### config.mk
export PLATFORM = sky130hd
export DESIGN_NAME = auts_port
export DESIGN_NICKNAME = d
export VERILOG_FILES = /design/src/common/auts_pkg.sv /design/src/hdl/auts_fifo.sv /design/src/hdl/auts_port.sv
export VERILOG_INCLUDE_DIRS = /design/src /design/src/common
export SDC_FILE = /design/constraint.sdc
export NUM_CORES = 1
export LEC_CHECK = 0
export ABC_AREA = 1
export BUFFER_PORTS_ARGS = -buffer_cell sky130_fd_sc_hd__buf_2
export CELL_PAD_IN_SITES_DETAIL_PLACEMENT = 0
export CELL_PAD_IN_SITES_GLOBAL_PLACEMENT = 1
export CORE_AREA = 2 2 178 162
export CTS_BUF_LIST = sky130_fd_sc_hd__clkbuf_4 sky130_fd_sc_hd__clkbuf_8 sky130_fd_sc_hd__clkbuf_16
export DETAILED_ROUTE_END_ITERATION = 6
export DIE_AREA = 0 0 180 164
export PLACE_DENSITY_LB_ADDON = 0.1
export SYNTH_ARGS = -nofsm -noshare
export SYNTH_HDL_FRONTEND = slang
export SYNTH_SLANG_ARGS = --single-unit
### constraint.sdc
create_clock -name clk -period 4.3 [get_ports clk]
set_input_delay 0.86 -clock clk [delete_from_list [all_inputs] [get_ports clk]]
set_output_delay 0.86 -clock clk [all_outputs]
set_load 0.02 [all_outputs]
### src/common/auts_map.svh
// Constants for the API serial time-sync port.
// Assumes a 40 MHz system clock; included by its bare name.
`ifndef AUTS_MAP_SVH
`define AUTS_MAP_SVH
`define AUTS_CLK_HZ          40000000
`define AUTS_BAUD_FAST       115200
`define AUTS_BAUD_SLOW       9600
`define AUTS_DIV_FAST        (`AUTS_CLK_HZ / `AUTS_BAUD_FAST)
`define AUTS_DIV_SLOW        (`AUTS_CLK_HZ / `AUTS_BAUD_SLOW)
`define AUTS_TX_GAP_US       100
`define AUTS_TX_GAP_CYC      ((`AUTS_TX_GAP_US * (`AUTS_CLK_HZ / 1000000)))
`define AUTS_IDLE_BITS       20
`define AUTS_MODE2_CODE      3'h2
`define AUTS_MODE4_CODE      3'h4
`define AUTS_FLAG_BYTE       8'h7e
`define AUTS_ESC_BYTE        8'h7d
`define AUTS_ESC_XOR         8'h20
`define AUTS_TIME_CMD        8'h0d
`define AUTS_FIFO_DEPTH      4
`define AUTS_STAMP_W         32
`endif

### src/common/auts_pkg.sv
// Types shared by the API serial time-sync port.
// Assumes the map header supplies the numeric constants.
`include "auts_map.svh"
package auts_pkg;
    typedef enum logic [1:0] {
        AUTS_RX_IDLE = 2'b00,
        AUTS_RX_OPEN = 2'b01,
        AUTS_RX_DRAIN = 2'b10
    } auts_rx_st_t;
    typedef enum logic [2:0] {
        AUTS_TX_IDLE = 3'b000,
        AUTS_TX_ASK  = 3'b001,
        AUTS_TX_SEND = 3'b010,
        AUTS_TX_WAIT = 3'b011,
        AUTS_TX_GAP  = 3'b100
    } auts_tx_st_t;
    typedef struct packed {
        logic       data_valid;
        logic [7:0] data;
    } auts_byte_t;
    typedef struct packed {
        logic                    req;
        logic [`AUTS_STAMP_W-1:0] stamp;
    } auts_time_t;
endpackage : auts_pkg

### src/hdl/auts_fifo.sv
// Small flip-flop FIFO with valid/ready on both sides.
// Assumes a single clock and synchronous active-low reset.
`timescale 1ns/10ps
module auts_fifo #(
    parameter int WIDTH = 8,
    parameter int DEPTH = 4
) (
    // Clock and reset
    input  wire logic             clk,
    input  wire logic             reset_n,
    // Fill side
    input  wire logic             in_valid,
    output logic                  in_ready,
    input  wire logic [WIDTH-1:0] in_data,
    // Drain side
    output logic                  out_valid,
    input  wire logic             out_ready,
    output logic      [WIDTH-1:0] out_data
);
    localparam int AW = $clog2(DEPTH);
    logic [WIDTH-1:0] mem [DEPTH];
    logic [AW-1:0]    wr_ptr;
    logic [AW-1:0]    rd_ptr;
    logic [AW:0]      count;
    logic             push;
    logic             pop;

    assign in_ready  = (count != (AW+1)'(DEPTH));
    assign out_valid = (count != '0);
    assign out_data  = mem[rd_ptr];
    assign push      = in_valid && in_ready;
    assign pop       = out_valid && out_ready;

    genvar i;
    generate
        for (i = 0; i < DEPTH; i++) begin : g_ent
            always_ff @(posedge clk) begin
                if (push && wr_ptr == AW'(i)) begin
                    mem[i] <= in_data;
                end
            end
        end
    endgenerate

    always_ff @(posedge clk) begin
        if (!reset_n) begin
            wr_ptr <= '0;
            rd_ptr <= '0;
            count  <= '0;
        end else begin
            if (push) begin
                wr_ptr <= (wr_ptr == AW'(DEPTH-1)) ? '0 : wr_ptr + 1'b1;
            end
            if (pop) begin
                rd_ptr <= (rd_ptr == AW'(DEPTH-1)) ? '0 : rd_ptr + 1'b1;
            end
            count <= count + (AW+1)'(push) - (AW+1)'(pop);
        end
    end
endmodule : auts_fifo

### src/hdl/auts_port.sv
// API serial port with handshakes, activity wake and hardware time capture.
// Assumes synchronous pins, 40 MHz clock, fuse mode word stable at reset release.
// How it works
// RULE1 - Time packet on read request or strobe
// RULE2 - Latch timestamp at strobe rising edge
// RULE3 - Request-driven capture happens after packet processing
// RULE4 - Sleep idle, awake only while data moves; awake also stays high while waiting for clear and in the interpacket gap
// RULE5 - Receive uses request in, clear out
// RULE6 - Transmit uses request out, clear in
// RULE7 - Only mode 2 and mode 4 supported
// RULE8 - Everything runs from one system clock
// RULE9 - Wake purely on interface activity
// RULE10 - Free-running time base counts always
// RULE11 - Mode 2 receive request/clear handshake
// RULE12 - Mode 2 transmit waits clear falling edge
// RULE13 - Mode 4 level clear, interpacket gap
// RULE14 - HDLC framing, 8N1, two baud rates; transmit sends the stamp bytes without escaping, only receive undoes escapes
// RULE15 - Fuse mode read once after reset
// RULE16 - Synchronised strobe, one capture per edge
`timescale 1ns/10ps
module auts_port
    import auts_pkg::*;
(
    // Clock and reset
    input  wire logic       clk,
    input  wire logic       reset_n,
    // Configuration
    input  wire logic [2:0] fuse_mode,
    input  wire logic       fast_baud,
    // Serial lines
    input  wire logic       rx_line,
    output logic            tx_line,
    // Handshakes
    input  wire logic       rx_request_n,
    output logic            rx_clear_n,
    output logic            tx_request_n,
    input  wire logic       tx_clear_n,
    // Time strobe and status
    input  wire logic       time_strobe_n,
    output logic            awake,
    output logic            mode_bad,
    output logic [31:0]     last_stamp
);
    typedef struct packed {
        logic        mode_loaded;
        logic        mode4;
        logic        bad;
        logic [1:0]  strobe_sync;
        logic        strobe_prev;
        logic [31:0] time_base;
        logic [31:0] stamp;
        logic        time_pend;
        auts_rx_st_t rx_st;
        logic        rx_clear_n;
        logic [15:0] rx_div;
        logic [3:0]  rx_bit;
        logic [7:0]  rx_shift;
        logic        rx_busy;
        logic        rx_esc;
        logic        rx_cmd_seen;
        logic        rx_prev;
        auts_tx_st_t tx_st;
        logic        tx_request_n;
        logic        clr_prev;
        logic [2:0]  tx_idx;
        logic [2:0]  tx_cnt;
        logic [15:0] tx_div;
        logic [3:0]  tx_bit;
        logic [9:0]  tx_frame;
        logic        tx_busy;
        logic        tx_line;
        logic        tx_esc_pend;
        logic [31:0] gap_cnt;
        logic        awake;
    } st_t;
    st_t cur, next_cur;

    // Time packet bytes into the FIFO, drained by the serialiser
    logic       f_in_valid;
    logic       f_in_ready;
    logic [7:0] f_in_data;
    logic       f_out_valid;
    logic       f_out_ready;
    logic [7:0] f_out_data;
    logic [15:0] div;

    auts_fifo #(.WIDTH(8), .DEPTH(`AUTS_FIFO_DEPTH)) u_fifo (
        .clk       (clk),
        .reset_n   (reset_n),
        .in_valid  (f_in_valid),
        .in_ready  (f_in_ready),
        .in_data   (f_in_data),
        .out_valid (f_out_valid),
        .out_ready (f_out_ready),
        .out_data  (f_out_data)
    );

    assign div = fast_baud ? 16'(`AUTS_DIV_FAST) : 16'(`AUTS_DIV_SLOW); // [RULE14]

    // Packet layout: flag, command, stamp msb..lsb, flag (7 bytes)
    always_comb begin
        case (cur.tx_idx)
            3'h0:    f_in_data = `AUTS_FLAG_BYTE;
            3'h1:    f_in_data = `AUTS_TIME_CMD;
            3'h2:    f_in_data = cur.stamp[31:24];
            3'h3:    f_in_data = cur.stamp[23:16];
            3'h4:    f_in_data = cur.stamp[15:8];
            3'h5:    f_in_data = cur.stamp[7:0];
            default: f_in_data = `AUTS_FLAG_BYTE;
        endcase
    end
    assign f_in_valid  = cur.time_pend && (cur.tx_idx <= 3'h6);
    // Stop after seven bytes so a queued packet waits for its own handshake
    assign f_out_ready = (cur.tx_st == AUTS_TX_SEND) && !cur.tx_busy && (cur.tx_cnt != 3'h7);

    always_comb begin
        next_cur = cur;
        next_cur.time_base = cur.time_base + 32'h1; // [RULE8] [RULE10]
        if (!cur.mode_loaded) begin
            next_cur.mode_loaded = 1'b1; // [RULE15]
            next_cur.mode4 = (fuse_mode == `AUTS_MODE4_CODE); // [RULE7]
            next_cur.bad = (fuse_mode != `AUTS_MODE4_CODE) &&
                           (fuse_mode != `AUTS_MODE2_CODE);
        end
        next_cur.strobe_sync = {cur.strobe_sync[0], time_strobe_n}; // [RULE16]
        next_cur.strobe_prev = cur.strobe_sync[1];
        if (cur.strobe_sync[1] && !cur.strobe_prev && !cur.time_pend) begin
            next_cur.stamp     = cur.time_base; // [RULE2] [RULE16]
            next_cur.time_pend = 1'b1; // [RULE1]
            next_cur.tx_idx    = 3'h0;
        end
        // Receiver with mode 2 handshake
        next_cur.rx_prev = rx_line;
        case (cur.rx_st)
            AUTS_RX_IDLE: begin
                next_cur.rx_clear_n = 1'b1;
                if (!rx_request_n && !cur.mode4) begin
                    next_cur.rx_st      = AUTS_RX_OPEN; // [RULE5] [RULE11]
                    next_cur.rx_clear_n = 1'b0;
                end else if (cur.mode4 && (cur.rx_busy || (cur.rx_prev && !rx_line))) begin
                    next_cur.rx_st = AUTS_RX_OPEN; // [RULE9]
                end
            end
            AUTS_RX_OPEN: begin
                if (!cur.mode4 && rx_request_n && !cur.rx_busy) begin
                    next_cur.rx_st = AUTS_RX_DRAIN; // [RULE11]
                end else if (cur.mode4 && !cur.rx_busy) begin
                    // Mode 4 sleeps again as soon as a byte is in
                    next_cur.rx_st = AUTS_RX_DRAIN;
                end
            end
            AUTS_RX_DRAIN: begin
                next_cur.rx_clear_n = 1'b1; // [RULE11]
                next_cur.rx_st      = AUTS_RX_IDLE;
            end
            default: next_cur.rx_st = AUTS_RX_IDLE;
        endcase
        // Mode 4 has no receive handshake, so the receiver always listens
        if (cur.rx_st != AUTS_RX_IDLE || cur.mode4) begin
            if (!cur.rx_busy) begin
                if (cur.rx_prev && !rx_line) begin
                    next_cur.rx_busy = 1'b1;
                    next_cur.rx_div  = {1'b0, div[15:1]};
                    next_cur.rx_bit  = 4'h0;
                end
            end else if (cur.rx_div != 16'h0) begin
                next_cur.rx_div = cur.rx_div - 16'h1;
            end else begin
                next_cur.rx_div = div - 16'h1;
                next_cur.rx_bit = cur.rx_bit + 4'h1;
                if (cur.rx_bit >= 4'h1 && cur.rx_bit <= 4'h8) begin
                    next_cur.rx_shift = {rx_line, cur.rx_shift[7:1]};
                end
                if (cur.rx_bit == 4'h9) begin
                    next_cur.rx_busy = 1'b0; // [RULE14]
                    if (cur.rx_shift == `AUTS_ESC_BYTE) begin
                        next_cur.rx_esc = 1'b1;
                    end else if (cur.rx_shift == `AUTS_FLAG_BYTE) begin
                        next_cur.rx_esc = 1'b0;
                        if (cur.rx_cmd_seen && !cur.time_pend) begin
                            next_cur.stamp     = cur.time_base; // [RULE3] [RULE1]
                            next_cur.time_pend = 1'b1;
                            next_cur.tx_idx    = 3'h0;
                        end
                        next_cur.rx_cmd_seen = 1'b0;
                    end else begin
                        next_cur.rx_esc = 1'b0;
                        if ((cur.rx_esc ? (cur.rx_shift ^ `AUTS_ESC_XOR) : cur.rx_shift)
                            == `AUTS_TIME_CMD) begin
                            next_cur.rx_cmd_seen = 1'b1;
                        end
                    end
                end
            end
        end else begin
            next_cur.rx_busy = 1'b0;
        end
        // Stuff time packet bytes into the FIFO
        if (f_in_valid && f_in_ready) begin
            next_cur.tx_idx = cur.tx_idx + 3'h1;
        end
        // Transmit handshake
        next_cur.clr_prev = tx_clear_n;
        case (cur.tx_st)
            AUTS_TX_IDLE: begin
                if (f_out_valid) begin
                    next_cur.tx_request_n = 1'b0; // [RULE6]
                    next_cur.tx_st        = AUTS_TX_ASK;
                end
            end
            AUTS_TX_ASK: begin
                if (cur.mode4 ? !tx_clear_n : (cur.clr_prev && !tx_clear_n)) begin
                    next_cur.tx_st  = AUTS_TX_SEND; // [RULE12] [RULE13]
                    next_cur.tx_cnt = 3'h0;
                end
            end
            AUTS_TX_SEND: begin
                if (!cur.tx_busy && cur.tx_cnt == 3'h7) begin
                    next_cur.tx_request_n = 1'b1;
                    next_cur.gap_cnt      = 32'(`AUTS_TX_GAP_CYC);
                    next_cur.tx_st = cur.mode4 ? AUTS_TX_GAP : AUTS_TX_WAIT;
                end
            end
            AUTS_TX_WAIT: begin
                if (tx_clear_n) begin
                    next_cur.tx_st = AUTS_TX_IDLE; // [RULE12]
                end
            end
            AUTS_TX_GAP: begin
                if (cur.gap_cnt == 32'h0) begin
                    next_cur.tx_st = AUTS_TX_IDLE; // [RULE13]
                end else begin
                    next_cur.gap_cnt = cur.gap_cnt - 32'h1;
                end
            end
            default: next_cur.tx_st = AUTS_TX_IDLE;
        endcase
        if (cur.time_pend && cur.tx_idx == 3'h6 && f_in_ready) begin
            next_cur.time_pend = 1'b0;
        end
        // Serialiser, stop bit high, no parity
        if (f_out_ready && f_out_valid) begin
            next_cur.tx_busy  = 1'b1;
            next_cur.tx_frame = {1'b1, f_out_data, 1'b0}; // [RULE14]
            next_cur.tx_bit   = 4'h0;
            next_cur.tx_div   = div - 16'h1;
            next_cur.tx_line  = 1'b0;
            next_cur.tx_cnt   = cur.tx_cnt + 3'h1;
        end else if (cur.tx_busy) begin
            if (cur.tx_div != 16'h0) begin
                next_cur.tx_div = cur.tx_div - 16'h1;
            end else if (cur.tx_bit == 4'h9) begin
                next_cur.tx_busy = 1'b0;
                next_cur.tx_line = 1'b1;
            end else begin
                next_cur.tx_div  = div - 16'h1;
                next_cur.tx_bit  = cur.tx_bit + 4'h1;
                next_cur.tx_line = cur.tx_frame[cur.tx_bit + 4'h1];
            end
        end
        next_cur.awake = (cur.rx_st != AUTS_RX_IDLE) || (cur.tx_st != AUTS_TX_IDLE)
                         || cur.time_pend || f_out_valid; // [RULE4] [RULE9]
    end

    always_ff @(posedge clk) begin
        if (!reset_n) begin
            cur              <= '0;
            cur.strobe_sync  <= 2'b11;
            cur.strobe_prev  <= 1'b1;
            cur.rx_st        <= AUTS_RX_IDLE;
            cur.rx_clear_n   <= 1'b1;
            cur.rx_prev      <= 1'b1;
            cur.tx_st        <= AUTS_TX_IDLE;
            cur.tx_request_n <= 1'b1;
            cur.clr_prev     <= 1'b1;
            cur.tx_line      <= 1'b1;
        end else begin
            cur <= next_cur;
        end
    end

    assign tx_line      = cur.tx_line;
    assign rx_clear_n   = cur.rx_clear_n;
    assign tx_request_n = cur.tx_request_n;
    assign awake        = cur.awake;
    assign mode_bad     = cur.bad;
    assign last_stamp   = cur.stamp;
endmodule : auts_port

==> metrics.cfg <==
[synthesis]
syn_inst=1685
synth_common_cells=338 x sky130_fd_sc_hd__nand2_1, 287 x sky130_fd_sc_hd__nor2_1, 188 x sky130_fd_sc_hd__dfxtp_1
leading_post_synthesis_cells_by_cell_area=sky130_fd_sc_hd__dfxtp_1 32%, sky130_fd_sc_hd__nand2_1 11%, sky130_fd_sc_hd__nor2_1 9.2%, sky130_fd_sc_hd__edfxtp_1 8.2%, sky130_fd_sc_hd__inv_1 5.9%
synth_edf_count=32
syn-num-nets=1720
yosys.cell_types.count=49
synth_top_area_cell=sky130_fd_sc_hd__dfxtp_1
count_of_synthesis_stage_warnings_from_yosys=0
synth-seq-cells=220
synth_ff_type=sky130_fd_sc_hd__dfxtp_1
post-synth-top-count-cell=sky130_fd_sc_hd__nand2_1
ys_async_rst_share_pct=0
yosysTopAreaCellShare_pct=32.06
synth_area_sq_um=11740
synthesized_area_divided_by_synthesized_cell_count_sq_um=6.967
ys_seq_area_share_pct=40.24

[routing]
drt_first_pass_iters=5
drt_first_iter_violations=599
route.antenna.remaining_nets=0
detail_route.vias_per_cell=5.054
routed_wire_length_per_instance_microns=14.59
route.detailed.drc=0
drt_wl_total_mm=30.06
detailroute.via_count=10410

[final_layout]
diodes=0
drive_gt1_share_pct=9.059
layout.cells.non_filler=2060
layout.nets=1716
fill_cells=2883
areaGrowthSynthToFinish_pct=9.645

[global_route]
grtUsageTotal_pct=20.16
globalRoute.totalOverflow=0
grt_start_max_net_pins=89
first_global_vias=9688
grt_first_pass_wirelength_mm=49.82
number_of_antenna_violations_at_the_first_check_in_global_routing=0

[setup_path]
classification_of_the_worst_setup_path=flip-flop to flip-flop
worst_path_most_repeated_cell=sky130_fd_sc_hd__nor2_1
critical_path.cell_chain=inv_1 > ha_1 > nand2_2 > nor2_4 > nand2_1 > o21ai_2 > nand2_2 > inv_2 > nor2_1 > nor2_1 > nor2_1
required_ns=4.68
cpPeakStageDelay_ns=0.63
worst_reg_to_reg_cells=11
path_buf_inv=2
worst_ep_arrival_time_ns=3.19
critical_path.reg2reg.endpoint=cur[29]
sort_of_element_at_the_start_of_the_critical_path=flip-flop
worst-r2r-setup-slack_ns=1.50
critPathCaptureType=flip-flop
cpMaxStageDelayCell=sky130_fd_sc_hd__inv_2
worst_r2r_startpoint=cur[1]
critPathTopFamily=simple AND/OR/NAND/NOR gates
timing.critical_path.fanout_max=34

[timing]
finalSetupTns_ns=0
final-setup-viol-count=0
grt_setup_unrepaired=false
final_hold_viol_count=0
worst-slew-pin-transition_ns=1.138
final.min_clock_period_ns=2.805
finalCritPeriodShare_pct=65.23
clock.fmax_mhz=356.5
clock_skew_ns=0.01369
slew_headroom_pct=24.15
drv_slew=0
timing.final.ws_setup_ns=1.495

[floorplanning]
dieHeight_microns=164
floorplan.die_area_sq_um=29520
placementRows=58
num_io_pins=47
starting_density_pct=42.46
die_w_microns=180
core_region_area_sq_um=27650

[clock_network]
htree_num_levels=1
clkSinkCount=220
postCtsSetupRepairBufs=0
gates_resized_cts_repair=0
numCtsBuffers=26
number_of_hold_repair_buffers_added_at_the_cts_stage=0
clockBufferDepth=3
clock_insertion_delay_worst_skew_ns=0.53
ctsRootBufferMaster=sky130_fd_sc_hd__clkbuf_16
cts_tree=built
cts.reportedPaths.clkPinSlew_ns=0.06

[status]
status=complete, no violations

[placed_design]
globalplace.congestion=0.8304
detailedPlacementHpwl_mm=21.25
place_worst_setup_slack_ns=1.492
placed_cells=2013
port-buffer-count=46

[worst_hold_path]
worstHoldPathCells=1
timing.hold.worst_endpoint=cur[179]
holdCritStartpoint=cur[178]
holdCritPathClass=flip-flop to flip-flop

[job]
max_cap_violations=0

[power]
p_per_area_nw_per_um2=382.9
irDropWorstVdd_mv=0.3001
power.static_leakage_uw=0.005486
report.power.total_uw=4929

==> layout by cell type, fill, tap and decap left out, drive strengths merged, types with 24 or more instances in the layout <==
| cell type | n |
|---|---|
| edfxtp | 32 |
| clkbuf | 35 |
| buf | 53 |
| nand3 | 104 |
| inv | 190 |
| dfxtp | 188 |
| nand4 | 25 |
| nand2 | 342 |
| ha | 24 |
| xor2 | 25 |
| o21ai | 97 |
| nor2 | 301 |
| nor3 | 36 |
| a21oi | 154 |
==> worst register-to-register path: cells and delay by family (launching register included) <==
| family | cells | cell delay, ns |
|---|---|---|
| flops | 1 | 0.30 |
| compound gates | 1 | 0.21 |
| buf+inv | 2 | 0.74 |
| fa+ha+maj | 1 | 0.31 |
| simple gates | 7 | 1.07 |
==> sequential cells by signal (all words and copies together) (netlist names) <==
name	flops
mode_bad	1
awake	1
last_stamp	32
u_fifo.wr_ptr	2
cur	144
u_fifo.count	3
tx_line	1
u_fifo.rd_ptr	2
tx_request_n	1
rx_clear_n	1
u_fifo.mem	32
==> report_power, final <==
| part | total, uW | switching [uW] | leakage, uW | internal [uW] |
|---|---|---|---|---|
| combinational | 494 | 334 | 0.00324 | 159 |
| sequential | 2190 | 51.2 | 0.00181 | 2140 |
| clock | 2240 | 888 | 0.000437 | 1360 |
==> kinds of logic (layout without fill, tap and decap cells) <==
kind of cell	count (synthesis)	in the layout	synth area share (%)
xor gates and xnor gates	33	33	2.462
AOI/OAI and AO/OA	300	300	14.21
buffers and inverters	278	293	10.30
and+or+nand+nor	829	829	30.06
adders and majority gates	25	25	2.728
DFF	220	220	40.24
==> per-layer routing <==
| layer | vias up | wire, microns | track usage, % | part of all wire (%) |
|---|---|---|---|---|
| met2 | 167 | 13120 | 32.79 | 44 |
| met5 | - | 0 | 0 | 0 |
| met1 | 4759 | 15210 | 28.47 | 51 |
| met3 | 41 | 1052 | 2.373 | 3.5 |
| li1 | 5444 | - | - | - |
| met4 | 0 | 681 | 5.322 | 2.3 |
==> worst max path at each step <==
stage            start         endpoint  cells past startpoint
2_1_floorplan  cur[66]  u_fifo.count[2]                     12
3_3_place_gp    cur[1]          cur[29]                     11
3_5_place_dp    cur[1]          cur[28]                     11
4_1_cts         cur[1]          cur[28]                     11
5_1_grt         cur[1]          cur[27]                     11
6_report        cur[1]          cur[29]                     11
==> area by class of cell <==
class | instances | area (sq um) | area share [%]
multi-input combinational | 1187 | 5812 | 45.15
sequential | 220 | 4725 | 36.70
clock buffer | 35 | 760.7 | 5.910
inverter | 193 | 725.7 | 5.638
tap | 360 | 450.4 | 3.499
timing repair buffer | 53 | 282.8 | 2.197
clock inverter | 12 | 116.4 | 0.9040
==> stage by stage <==
step           cell area [sq um]  util [%]  hold slack (ns)
4_1_cts                    12870     46.56           0.4515
3_3_place_gp               12000     43.38           0.4386
2_1_floorplan              11740         -           0.3925
6_report                   12870     46.56           0.4396
5_1_grt                    12870     46.56           0.4681
3_5_place_dp               12000     43.38           0.4389
(Power assumes the default switching activity.)
